==> src/delta_sampler_consts.svh <==
// Constants for the delta bit sampler with slope overload detection.
// Assumes a single 50 MHz system clock and an asynchronous active-high reset.
`ifndef DELTA_SAMPLER_CONSTS_SVH
`define DELTA_SAMPLER_CONSTS_SVH

// ==========================================================================
// Rate select codes.
`define RATE_DIV1 2'h0
`define RATE_DIV2 2'h1
`define RATE_DIV4 2'h2

// ==========================================================================
// Reset values and FIFO sizing.
`define HIST_RESET 2'h0
`define FIFO_WIDTH 4
`define FIFO_DEPTH 16

// ==========================================================================
// Timing: fastest documented input clock and the system clock, in kHz.
`define CLK_KHZ      50000
`define MAX_BCLK_KHZ 500

`endif

==> src/delta_sampler_pkg.sv <==
// Types for the delta bit sampler.
// Assumes the constants header is included where the types are used.
`include "delta_sampler_consts.svh"
package delta_sampler_pkg;
  // ========================================================================
  // One sampled bit in both of its presentations plus the overload flag.
  typedef struct packed {
    logic logic_bit;
    logic bipolar_pos;
    logic bipolar_neg;
    logic overload;
  } sample_s;
endpackage : delta_sampler_pkg

==> src/delta_sampler.sv <==
// Sample FIFO and the delta bit sampler top.
// Assumes data and bit clock arrive asynchronously on pins.
`include "delta_sampler_consts.svh"

// ==========================================================================
// Generic FIFO with valid and ready on both sides.
module sample_fifo #(
  parameter int WIDTH = `FIFO_WIDTH,
  parameter int DEPTH = `FIFO_DEPTH
) (
  input  wire logic             clock_i,
  input  wire logic             rst_i,
  input  wire logic [WIDTH-1:0] in_data_i,
  input  wire logic             in_valid_i,
  output logic                  in_ready_o,
  output logic      [WIDTH-1:0] out_data_o,
  output logic                  out_valid_o,
  input  wire logic             out_ready_i
);
  localparam int AW = $clog2(DEPTH);
  logic [WIDTH-1:0] mem [DEPTH];
  logic [AW-1:0]    wr_ptr_reg;
  logic [AW-1:0]    rd_ptr_reg;
  logic [AW:0]      count_reg;
  logic             push;
  logic             pop;

  // Next slot of a ring pointer. The depth is a power of two, so the
  // pointer wraps by itself when it steps past the last slot.
  function automatic logic [AW-1:0] ptr_inc(input logic [AW-1:0] ptr);
    return ptr + AW'(1);
  endfunction : ptr_inc

  // Full and empty come from the occupancy count. It carries one spare bit,
  // so a full buffer and an empty one never look alike. Ready is low only
  // when every slot holds an unread word.
  assign in_ready_o  = (count_reg != (AW+1)'(DEPTH));
  assign out_valid_o = (count_reg != '0);
  assign push        = in_valid_i && in_ready_o;
  assign pop         = out_valid_o && out_ready_i;
  assign out_data_o  = mem[rd_ptr_reg];

  // Storage write.
  always_ff @(posedge clock_i) begin
    if (push) begin
      mem[wr_ptr_reg] <= in_data_i;
    end
  end

  // Write pointer steps on every accepted push.
  always_ff @(posedge clock_i or posedge rst_i) begin
    if (rst_i) begin
      wr_ptr_reg <= '0;
    end else if (push) begin
      wr_ptr_reg <= ptr_inc(wr_ptr_reg);
    end
  end

  // Read pointer steps on every accepted pop.
  always_ff @(posedge clock_i or posedge rst_i) begin
    if (rst_i) begin
      rd_ptr_reg <= '0;
    end else if (pop) begin
      rd_ptr_reg <= ptr_inc(rd_ptr_reg);
    end
  end

  // Occupancy rises on a lone push and falls on a lone pop. It holds when a
  // push and a pop meet in one cycle.
  always_ff @(posedge clock_i or posedge rst_i) begin
    if (rst_i) begin
      count_reg <= '0;
    end else if (push && !pop) begin
      count_reg <= count_reg + (AW+1)'(1);
    end else if (pop && !push) begin
      count_reg <= count_reg - (AW+1)'(1);
    end
  end
endmodule : sample_fifo

// ==========================================================================
// Delta bit sampler: divides the bit clock, samples data, flags overload.
module delta_sampler (
  input  wire logic       clock_i,
  input  wire logic       rst_i,
  input  wire logic       bit_clk_i,
  input  wire logic       data_i,
  input  wire logic [1:0] rate_sel_i,
  output logic            logic_data_o,
  output logic            bipolar_pos_o,
  output logic            bipolar_neg_o,
  output logic            overload_o,
  output logic            sample_valid_o,
  input  wire logic       sample_ready_i,
  output logic            sample_stall_o
);
  // Synchroniser stages, divider, run history and the buffer handshake
  // all run on the system clock.

  logic [2:0] clk_sync_reg;
  logic [1:0] data_sync_reg;
  logic [1:0] div_cnt_reg;
  logic [1:0] rate_sync1_reg;
  logic [1:0] rate_sync2_reg;
  logic       bclk_rise;
  logic       sample_now;
  logic [1:0] hist_reg;
  logic [1:0] hist_fill_reg;
  logic       run_equal;
  delta_sampler_pkg::sample_s out_next;
  logic       fifo_in_ready;
  logic       fifo_out_valid;

  // Two-stage synchronisers for the pins and the rate select. The third
  // clock stage only delays the second one for the edge detector, so no
  // logic ever reads a first stage that may still be settling. Data and
  // clock pass the same number of stages, which keeps their alignment
  // as it was at the pins.
  always_ff @(posedge clock_i or posedge rst_i) begin
    if (rst_i) begin
      clk_sync_reg   <= 3'h0;
      data_sync_reg  <= 2'h0;
      rate_sync1_reg <= `RATE_DIV1;
      rate_sync2_reg <= `RATE_DIV1;
    end else begin
      clk_sync_reg   <= {clk_sync_reg[1:0], bit_clk_i};
      data_sync_reg  <= {data_sync_reg[0], data_i};
      rate_sync1_reg <= rate_sel_i;
      rate_sync2_reg <= rate_sync1_reg;
    end
  end

  // Rising edge of the synchronised bit clock. Each level of the bit clock
  // must last at least one system clock to be seen, which leaves a wide
  // margin above the fastest bit clock the sampler has to follow.
  assign bclk_rise = clk_sync_reg[1] && !clk_sync_reg[2];

  // Divider: sample on every first, second or fourth rising edge. The count
  // restarts at each sample, so the phase of the divided clock is fixed by
  // the first bit clock edge after reset.
  always_ff @(posedge clock_i or posedge rst_i) begin
    if (rst_i) begin
      div_cnt_reg <= 2'h0;
    end else if (bclk_rise) begin
      div_cnt_reg <= sample_now ? 2'h0 : div_cnt_reg + 2'h1;
    end
  end

  // Divide ratio decode; an unused select code behaves as divide by four.
  // The select is a slow switch level, so a change takes effect within a
  // few bit clock edges.
  always_comb begin
    unique case (rate_sync2_reg)
      `RATE_DIV1: sample_now = bclk_rise;
      `RATE_DIV2: sample_now = bclk_rise && (div_cnt_reg[0] == 1'b1);
      default:    sample_now = bclk_rise && (div_cnt_reg == 2'h3);
    endcase
  end

  // Run history of the two previous samples, updated once per sample. The
  // fill marks shift in a one per sample, so the flag can only be raised
  // once two real samples stand behind the new one; the reset contents of
  // the history are never taken for sampled bits.
  always_ff @(posedge clock_i or posedge rst_i) begin
    if (rst_i) begin
      hist_reg      <= `HIST_RESET;
      hist_fill_reg <= 2'h0;
    end else if (sample_now) begin
      hist_reg      <= {hist_reg[0], data_sync_reg[1]};
      hist_fill_reg <= {hist_fill_reg[0], 1'b1};
    end
  end

  // Three equal bits: the new sample matches both held ones. A run longer
  // than three keeps the flag up, since each new window is again all equal.
  assign run_equal = (data_sync_reg[1] == hist_reg[0]) && (hist_reg[0] == hist_reg[1]);

  // Next presentation of the sampled bit in both forms. The bipolar pair
  // is never equal, so exactly one level is driven at any time.
  always_comb begin
    out_next.logic_bit   = data_sync_reg[1];
    out_next.bipolar_pos = data_sync_reg[1];
    out_next.bipolar_neg = !data_sync_reg[1];
    out_next.overload    = run_equal && hist_fill_reg[1];
  end

  // Held outputs, changed only at a sample instant. Between samples they
  // keep the last bit, and the flag keeps its level, so downstream stages
  // can read them at any time.
  always_ff @(posedge clock_i or posedge rst_i) begin
    if (rst_i) begin
      logic_data_o  <= 1'b0;
      bipolar_pos_o <= 1'b0;
      bipolar_neg_o <= 1'b1;
      overload_o    <= 1'b0;
    end else if (sample_now) begin
      logic_data_o  <= out_next.logic_bit;
      bipolar_pos_o <= out_next.bipolar_pos;
      bipolar_neg_o <= out_next.bipolar_neg;
      overload_o    <= out_next.overload;
    end
  end

  // Sample stream buffer for downstream logic. Every sample is offered
  // once, in the cycle in which the held outputs take it; its contents
  // stay internal and only the flow is visible at the ports.
  sample_fifo #(
    .WIDTH (`FIFO_WIDTH),
    .DEPTH (`FIFO_DEPTH)
  ) u_fifo (
    .clock_i     (clock_i),
    .rst_i       (rst_i),
    .in_data_i   (out_next),
    .in_valid_i  (sample_now),
    .in_ready_o  (fifo_in_ready),
    .out_data_o  (),
    .out_valid_o (fifo_out_valid),
    .out_ready_i (sample_ready_i)
  );

  // A sample offered while the buffer is full is flagged as lost. The held
  // outputs still take that sample; only the buffered copy is dropped, and
  // the stall pulse lasts exactly one cycle.
  assign sample_valid_o = fifo_out_valid;
  assign sample_stall_o = sample_now && !fifo_in_ready;
endmodule : delta_sampler

==> config.mk <==
export PLATFORM = sky130hd
export DESIGN_NAME = delta_sampler
export DESIGN_NICKNAME = d
export VERILOG_FILES = /design/src/delta_sampler_pkg.sv /design/src/delta_sampler.sv
export VERILOG_INCLUDE_DIRS = /design/src
export SDC_FILE = /design/constraint.sdc
export NUM_CORES = 1
export LEC_CHECK = 0
export BUFFER_PORTS_ARGS = -buffer_cell sky130_fd_sc_hd__buf_4
export CORE_MARGIN = 8
export CORE_UTILIZATION = 59
export DETAILED_ROUTE_END_ITERATION = 8
export GPL_TIMING_DRIVEN = 1
export MAX_ROUTING_LAYER = met4
export PLACE_DENSITY = 0.93
export SYNTH_ARGS = -nofsm -noshare
export SYNTH_HDL_FRONTEND = slang
export SYNTH_SLANG_ARGS = --single-unit
==> constraint.sdc <==
create_clock -name clock_i -period 5 [get_ports clock_i]
set_input_delay 1 -clock clock_i [delete_from_list [all_inputs] [get_ports clock_i]]
set_output_delay 1 -clock clock_i [all_outputs]
set_load 0.02 [all_outputs]
==> results of run 1 <==
-- worst paths after layout --
kind / start / endpoint / depth (start not counted)
worst max-delay path: div_cnt_reg[0]$_DFFE_PP0P_ / u_fifo.count_reg[4]$_DFFE_PP0P_ / 10
worst min-delay path: data_sync_reg[0]$_DFF_PP0_ / data_sync_reg[1]$_DFF_PP0_ / 0
worst max register to register: div_cnt_reg[0]$_DFFE_PP0P_ / u_fifo.count_reg[4]$_DFFE_PP0P_ / 10
worst min register to register: data_sync_reg[0]$_DFF_PP0_ / data_sync_reg[1]$_DFF_PP0_ / 0
max in group asynchronous: rst_i / u_fifo.count_reg[0]$_DFFE_PP0P_ / 2
min in group asynchronous: rst_i / u_fifo.count_reg[1]$_DFFE_PP0P_ / 2
-- kinds of logic (layout without fill, tap and decap cells) --
| logic type | after synthesis | in the layout | synth area share (%) |
|---|---|---|---|
| DFF | 22 | 22 | 54.58 |
| xor gates and xnor gates | 2 | 2 | 1.733 |
| and+or+nand+nor | 26 | 26 | 17.08 |
| adders and majority gates | 6 | 6 | 8.168 |
| AOI/OAI and AO/OA | 12 | 12 | 7.674 |
| muxes | 7 | 7 | 7.426 |
| buffers and inverters | 8 | 22 | 3.341 |
-- cells in the final DEF, fill, tap and decap left out, drive strengths merged, types with 2 or more instances in the layout --
master and instances:
a21oi 3, and3 2, buf 12, clkbuf 4, dfrtp 21, ha 5, inv 6, mux2 4
mux2i 3, nand2 4, nand2b 2, nand3 2, nand3b 2, nor3 2, nor3b 2, o21ai 3
or2 2, or3 3, or4 2, xnor2 2
-- power groups by stage --
stage / logic [mW] / clock network [mW] / registers [mW]
global route: 0.257 / 0.106 / 0.267
detailed placement: 0.231 / 0 / 0.266
global placement: 0.214 / 0 / 0.261
floorplan: 0.161 / 0 / 0.266
finish: 0.233 / 0.0925 / 0.263
CTS: 0.233 / 0.0966 / 0.262
-- layer usage --
layer  vias to the layer above  track usage (%)
met1                       318            12.21
met3                         6            5.157
li1                        321                -
met4                         0            6.071
met5                         -                -
met2                        18            19.29
-- cell type report --
cell class	count	share of cell area (%)
sequential	22	48.09
tap	17	1.854
inverter	6	1.963
clock buffer	4	3.162
timing repair buffer	12	7.852
multi-input combinational	53	37.08
-- per-stage QoR --
| stage | total power [mW] | area, sq um | hold slack (ns) | setup slack (ns) | cells |
|---|---|---|---|---|---|
| 5_1_grt | 0.6305 | 1147 | 0.3659 | 1.983 | 114 |
| 6_report | 0.5885 | 1147 | 0.3566 | 2.157 | 114 |
| 3_3_place_gp | 0.4756 | 1111 | 0.3335 | 2.318 | 110 |
| 4_1_cts | 0.5910 | 1147 | 0.3609 | 2.150 | 114 |
| 3_5_place_dp | 0.4965 | 1111 | 0.3362 | 2.172 | 110 |
| 2_1_floorplan | 0.4272 | 1011 | 0.3312 | 2.449 | 83 |
-- critical path: cells and delay by family (launching register included) --
| kind | cells | cell delay (ns) |
|---|---|---|
| simple gates | 4 | 1.01 |
| buf+inv | 1 | 0.14 |
| fa+ha+maj | 3 | 0.81 |
| compound gates | 2 | 0.36 |
| flops | 1 | 0.40 |
==> flow_summary.toml, run 1 <==
[global_routing]
antenna_found_initial = 0
grt_max_degree = 23
overflow = 0
grt_pass1_vias = 667
grt.total_usage_pct = 11.99
grt_pass1_wl_microns = 2939

[status]
status = "completed"

[critical_path]
crit_top_cell = "ha_1"
cp_data_required_time_ns = 5.18
critical_path_class = "flip-flop to flip-flop"
worstSetupEndpointType = "flip-flop"
arrival_ns = 3.03
critPathMaxStageDelay_ns = 0.50
reg2reg_slack_ns = 2.16
start_kind = "flip-flop"
crit_chain = "ha_1, nor2b_1, nor3_4, a21boi_0, ha_1, inv_1, ha_1, or4_1, nand3_1, o221ai_1"
critPathMaxFanout = 10
critPathSlowestCell = "or4_1"

[routing]
wl_met3_microns = 73
dr.pass1.iters = 4
vias_per_cell = 5.816
highest_layer = "met4"
antenna_left = 0
drt_iter0_drc = 11
routed_wire_length_per_instance_microns = 15.44
vias = 663
wl_met1_microns = 721
drt_wl_total_microns = 1760
drc = 0
wl_met2_microns = 919

[clock_tree]
clk_pin_slew_worst_paths_ns = 0.11
h-tree-depth = 1
hold_buffers = 0
postCtsSetupRepairBufs = 0
cts.path.max_buffers = 2
cts_root_buf = "clkbuf_4"
cts_resized = 0
numCtsBuffers = 3
cts_tree = "built"
insertion_delay_ns = 0.30
cts_sinks = 22

[sta]
max_freq_ghz = 0.3517
setup_violations = 0
finalHoldViolCount = 0
slew_viol_final = 0
skew_ns = 0.01057
worst_slew_pin_slew_ns = 0.7716
rsz0062_at_grt = "no"
final.period_utilization_pct = 56.86
fin_crit_ns = 2.843
tns_ns = 0
relSlewSlack_pct = 48.51

[floorplan]
std_cell_rows = 15
core_sq_mm = 0.001670
die_h_microns = 57.40
top_level_ports = 13
die_w_microns = 57.40
initial_core_util_pct = 60.52
die_area_sq_mm = 0.003294

[final_layout]
fill_cells = 127
regArea_sq_um = 551.8
area_growth_pct = 13.49
n_antenna_cell = 0
final_nets = 111
utilization_pct = 68.69
drive_gt1_share_pct = 26.80
largest_register_ffs = 5
multi_input_area_sq_um = 425.4

[synthesis]
synth.avg_cell_area_sq_um = 12.18
yosysMostFrequentCell = "dfrtp_1"
yosys.cell_types.count = 34
synth_edf_count = 0
netlist_area_sq_mm = 0.001011
ys_warn_count = 0
ys_ff_latch = 22
synth.area.top_cells = "dfrtp_1 52%, ha_1 6.2%, mux2_2 4.5%"
yosysSeqAreaShare_pct = 54.58
syn-num-nets = 96
synthArstFlopShare_pct = 100.0
synth_largest_area_cell = "dfrtp_1"
postSynthCellCount = 83
synthFlopType = "dfrtp_1"
synth_commonest_cells = "21 x dfrtp_1, 6 x inv_1, 5 x ha_1, 4 x mux2_2, 4 x nand2_1"
yosysTopAreaCellShare_pct = 51.98

[placed_design]
hpwl_microns = 1398
gp_congestion = 0.8095
portBuffers = 12

[pwr]
ir_drop_uv = 310.9
p_seq_share_pct = 44.6
p_sw_share_pct = 36.02
p_sw_mw = 0.2120
power_density_mw_per_mm2 = 513.0
clkPwrFrac_pct = 15.7
p_leak_nw = 0.5174
internal-power_mw = 0.3765
combPwrFrac_pct = 39.7

[job]
maxCapViolations = 0

[hold_path]
min_path_type = "flip-flop to flip-flop"
No activity file was read; power rests on OpenSTA's default activity.
==> run 2, diff against run 1 <==
CORE_UTILIZATION = 49   (was 59)
PLACE_DENSITY = 0.84   (was 0.93)
clock period = 2.4 ns   (was 5 ns; I/O delays follow)
==> flow_summary.toml, run 2 (synthesized netlist as in run 1, its figures left out) <==
[clock_tree]
postCtsSetupRepairBufs = 0
hold_buffers = 0
cts_sinks = 22
h-tree-depth = 1
cts_root_buf = "clkbuf_4"
cts.path.max_buffers = 2
cts_tree = "built"
insertion_delay_ns = 0.29
numCtsBuffers = 3
clk_pin_slew_worst_paths_ns = 0.11

[routing]
drt_iter0_drc = 4
drc = 0
antenna_left = 0
dr.pass1.iters = 4
vias = 671
routed_wire_length_per_instance_microns = 13.36
drt_wl_total_microns = 1723
vias_per_cell = 5.202

[floorplan]
std_cell_rows = 16
die_w_microns = 61.42
die_h_microns = 61.42
die_area_sq_mm = 0.003772
initial_core_util_pct = 51.53
top_level_ports = 13
core_sq_mm = 0.001962

[hold_path]
min_path_type = "primary input to flip-flop"
hold_start = "data_i"
hold_path_depth = 1
holdPathEnd = "data_sync_reg[0]$_DFF_PP0_"

[critical_path]
critical_path_class = "flip-flop to flip-flop"
start_kind = "flip-flop"
reg2reg_slack_ns = 0.13
worstSetupEndpointType = "flip-flop"
r2r-end = "u_fifo.count_reg[3]$_DFFE_PP0P_"
rr_startpoint = "div_cnt_reg[0]$_DFFE_PP0P_"
cp_data_required_time_ns = 2.63
r2r_cells = 10
critPathMaxFanout = 6
arrival_ns = 2.50

[sta]
max_freq_ghz = 0.4409
fin_crit_ns = 2.268
skew_ns = 0.002430
worst_slew_pin_slew_ns = 0.7715
tns_ns = 0
final.period_utilization_pct = 94.50
rsz0062_at_grt = "no"
setup_violations = 0
relSlewSlack_pct = 48.51
finalHoldViolCount = 0
slew_viol_final = 0

[final_layout]
final_common_cell = "dfrtp_1"
drive_gt1_share_pct = 40.20
largest_register_ffs = 5
final_nets = 116
area_growth_pct = 27.85
n_antenna_cell = 0
utilization_pct = 65.88
final_cell_mix = "21 x dfrtp_1, 17 x buf_4, 5 x inv_1"
multi_input_area_sq_um = 501.7
regArea_sq_um = 551.8
fill_cells = 147

[placed_design]
hpwl_microns = 1371
gp_congestion = 0.8828
portBuffers = 12

[global_routing]
grt.total_usage_pct = 10.67
overflow = 0
antenna_found_initial = 0
grt_pass1_vias = 693
grt_max_degree = 23
grt_pass1_wl_microns = 2980

[pwr]
p_leak_nw = 0.5570
power_density_mw_per_mm2 = 1109
ir_drop_uv = 799.5

[status]
status = "completed"

[job]
maxCapViolations = 0
==> run 2: critical path, stage by stage, from the launching register on <==
cell,delay [ns]
dfrtp_1,0.41
ha_2,0.19
nor2b_2,0.05
nor3_4,0.12
a21boi_4,0.22
ha_4,0.19
inv_4,0.06
ha_4,0.24
buf_4,0.15
or4_1,0.48
nand3_1,0.10
==> run 2: worst max-delay path by stage <==
stage,from,end,slack [ns],depth (start not counted)
floorplan,div_cnt_reg[0]$_DFFE_PP0P_,u_fifo.count_reg[4]$_DFFE_PP0P_,0.004,10
global route,div_cnt_reg[0]$_DFFE_PP0P_,u_fifo.count_reg[4]$_DFFE_PP0P_,0.03,10
detailed placement,div_cnt_reg[0]$_DFFE_PP0P_,u_fifo.count_reg[3]$_DFFE_PP0P_,0.06,10
finish,div_cnt_reg[0]$_DFFE_PP0P_,u_fifo.count_reg[3]$_DFFE_PP0P_,0.13,10
global placement,div_cnt_reg[0]$_DFFE_PP0P_,u_fifo.count_reg[4]$_DFFE_PP0P_,0.11,10
CTS,div_cnt_reg[0]$_DFFE_PP0P_,u_fifo.count_reg[3]$_DFFE_PP0P_,0.04,9
==> run 2: where the power goes <==
part / switching (mW) / internal (mW)
registers: 0.0959 / 0.463
clock network: 0.101 / 0.169
logic: 0.288 / 0.315
==> run 2: metal layers <==
layer	GRT usage (%)	part of all wire, %	up-vias
li1	-	-	331
met1	12.97	44	332
met2	17.31	54	6
met3	2.505	1.6	2
met4	2.922	0.35	0
met5	-	0	-
==> run 2: cell type report <==
type                       instances  share of cell area, %
clock buffer                       3                  1.742
tap                               27                  2.614
clock inverter                     1                  2.323
timing repair buffer              17                  9.874
sequential                        22                  42.69
inverter                           6                  1.936
multi-input combinational         53                  38.82
==> run 2: repair_timing <==
item                       in CTS  in global routing
hold endpoints to repair        0                  0
setup endpoints to repair       0                  2
gates resized for setup         0                  5
==> run 2: metrics by stage <==
| step | hold slack [ns] | area (sq um) | setup WS, ns | total power, mW | cells |
|---|---|---|---|---|---|
| final | 0.2831 | 1292 | 0.1319 | 1.433 | 129 |
| after global placement | 0.3316 | 1210 | 0.1139 | 1.096 | 125 |
| after global routing | 0.2569 | 1292 | 0.02528 | 1.532 | 129 |
| after CTS | 0.2744 | 1262 | 0.03830 | 1.413 | 129 |
| after floorplan | 0.3312 | 1060 | 0.004353 | 0.9470 | 83 |
| after detailed placement | 0.3373 | 1210 | 0.05597 | 1.136 | 125 |
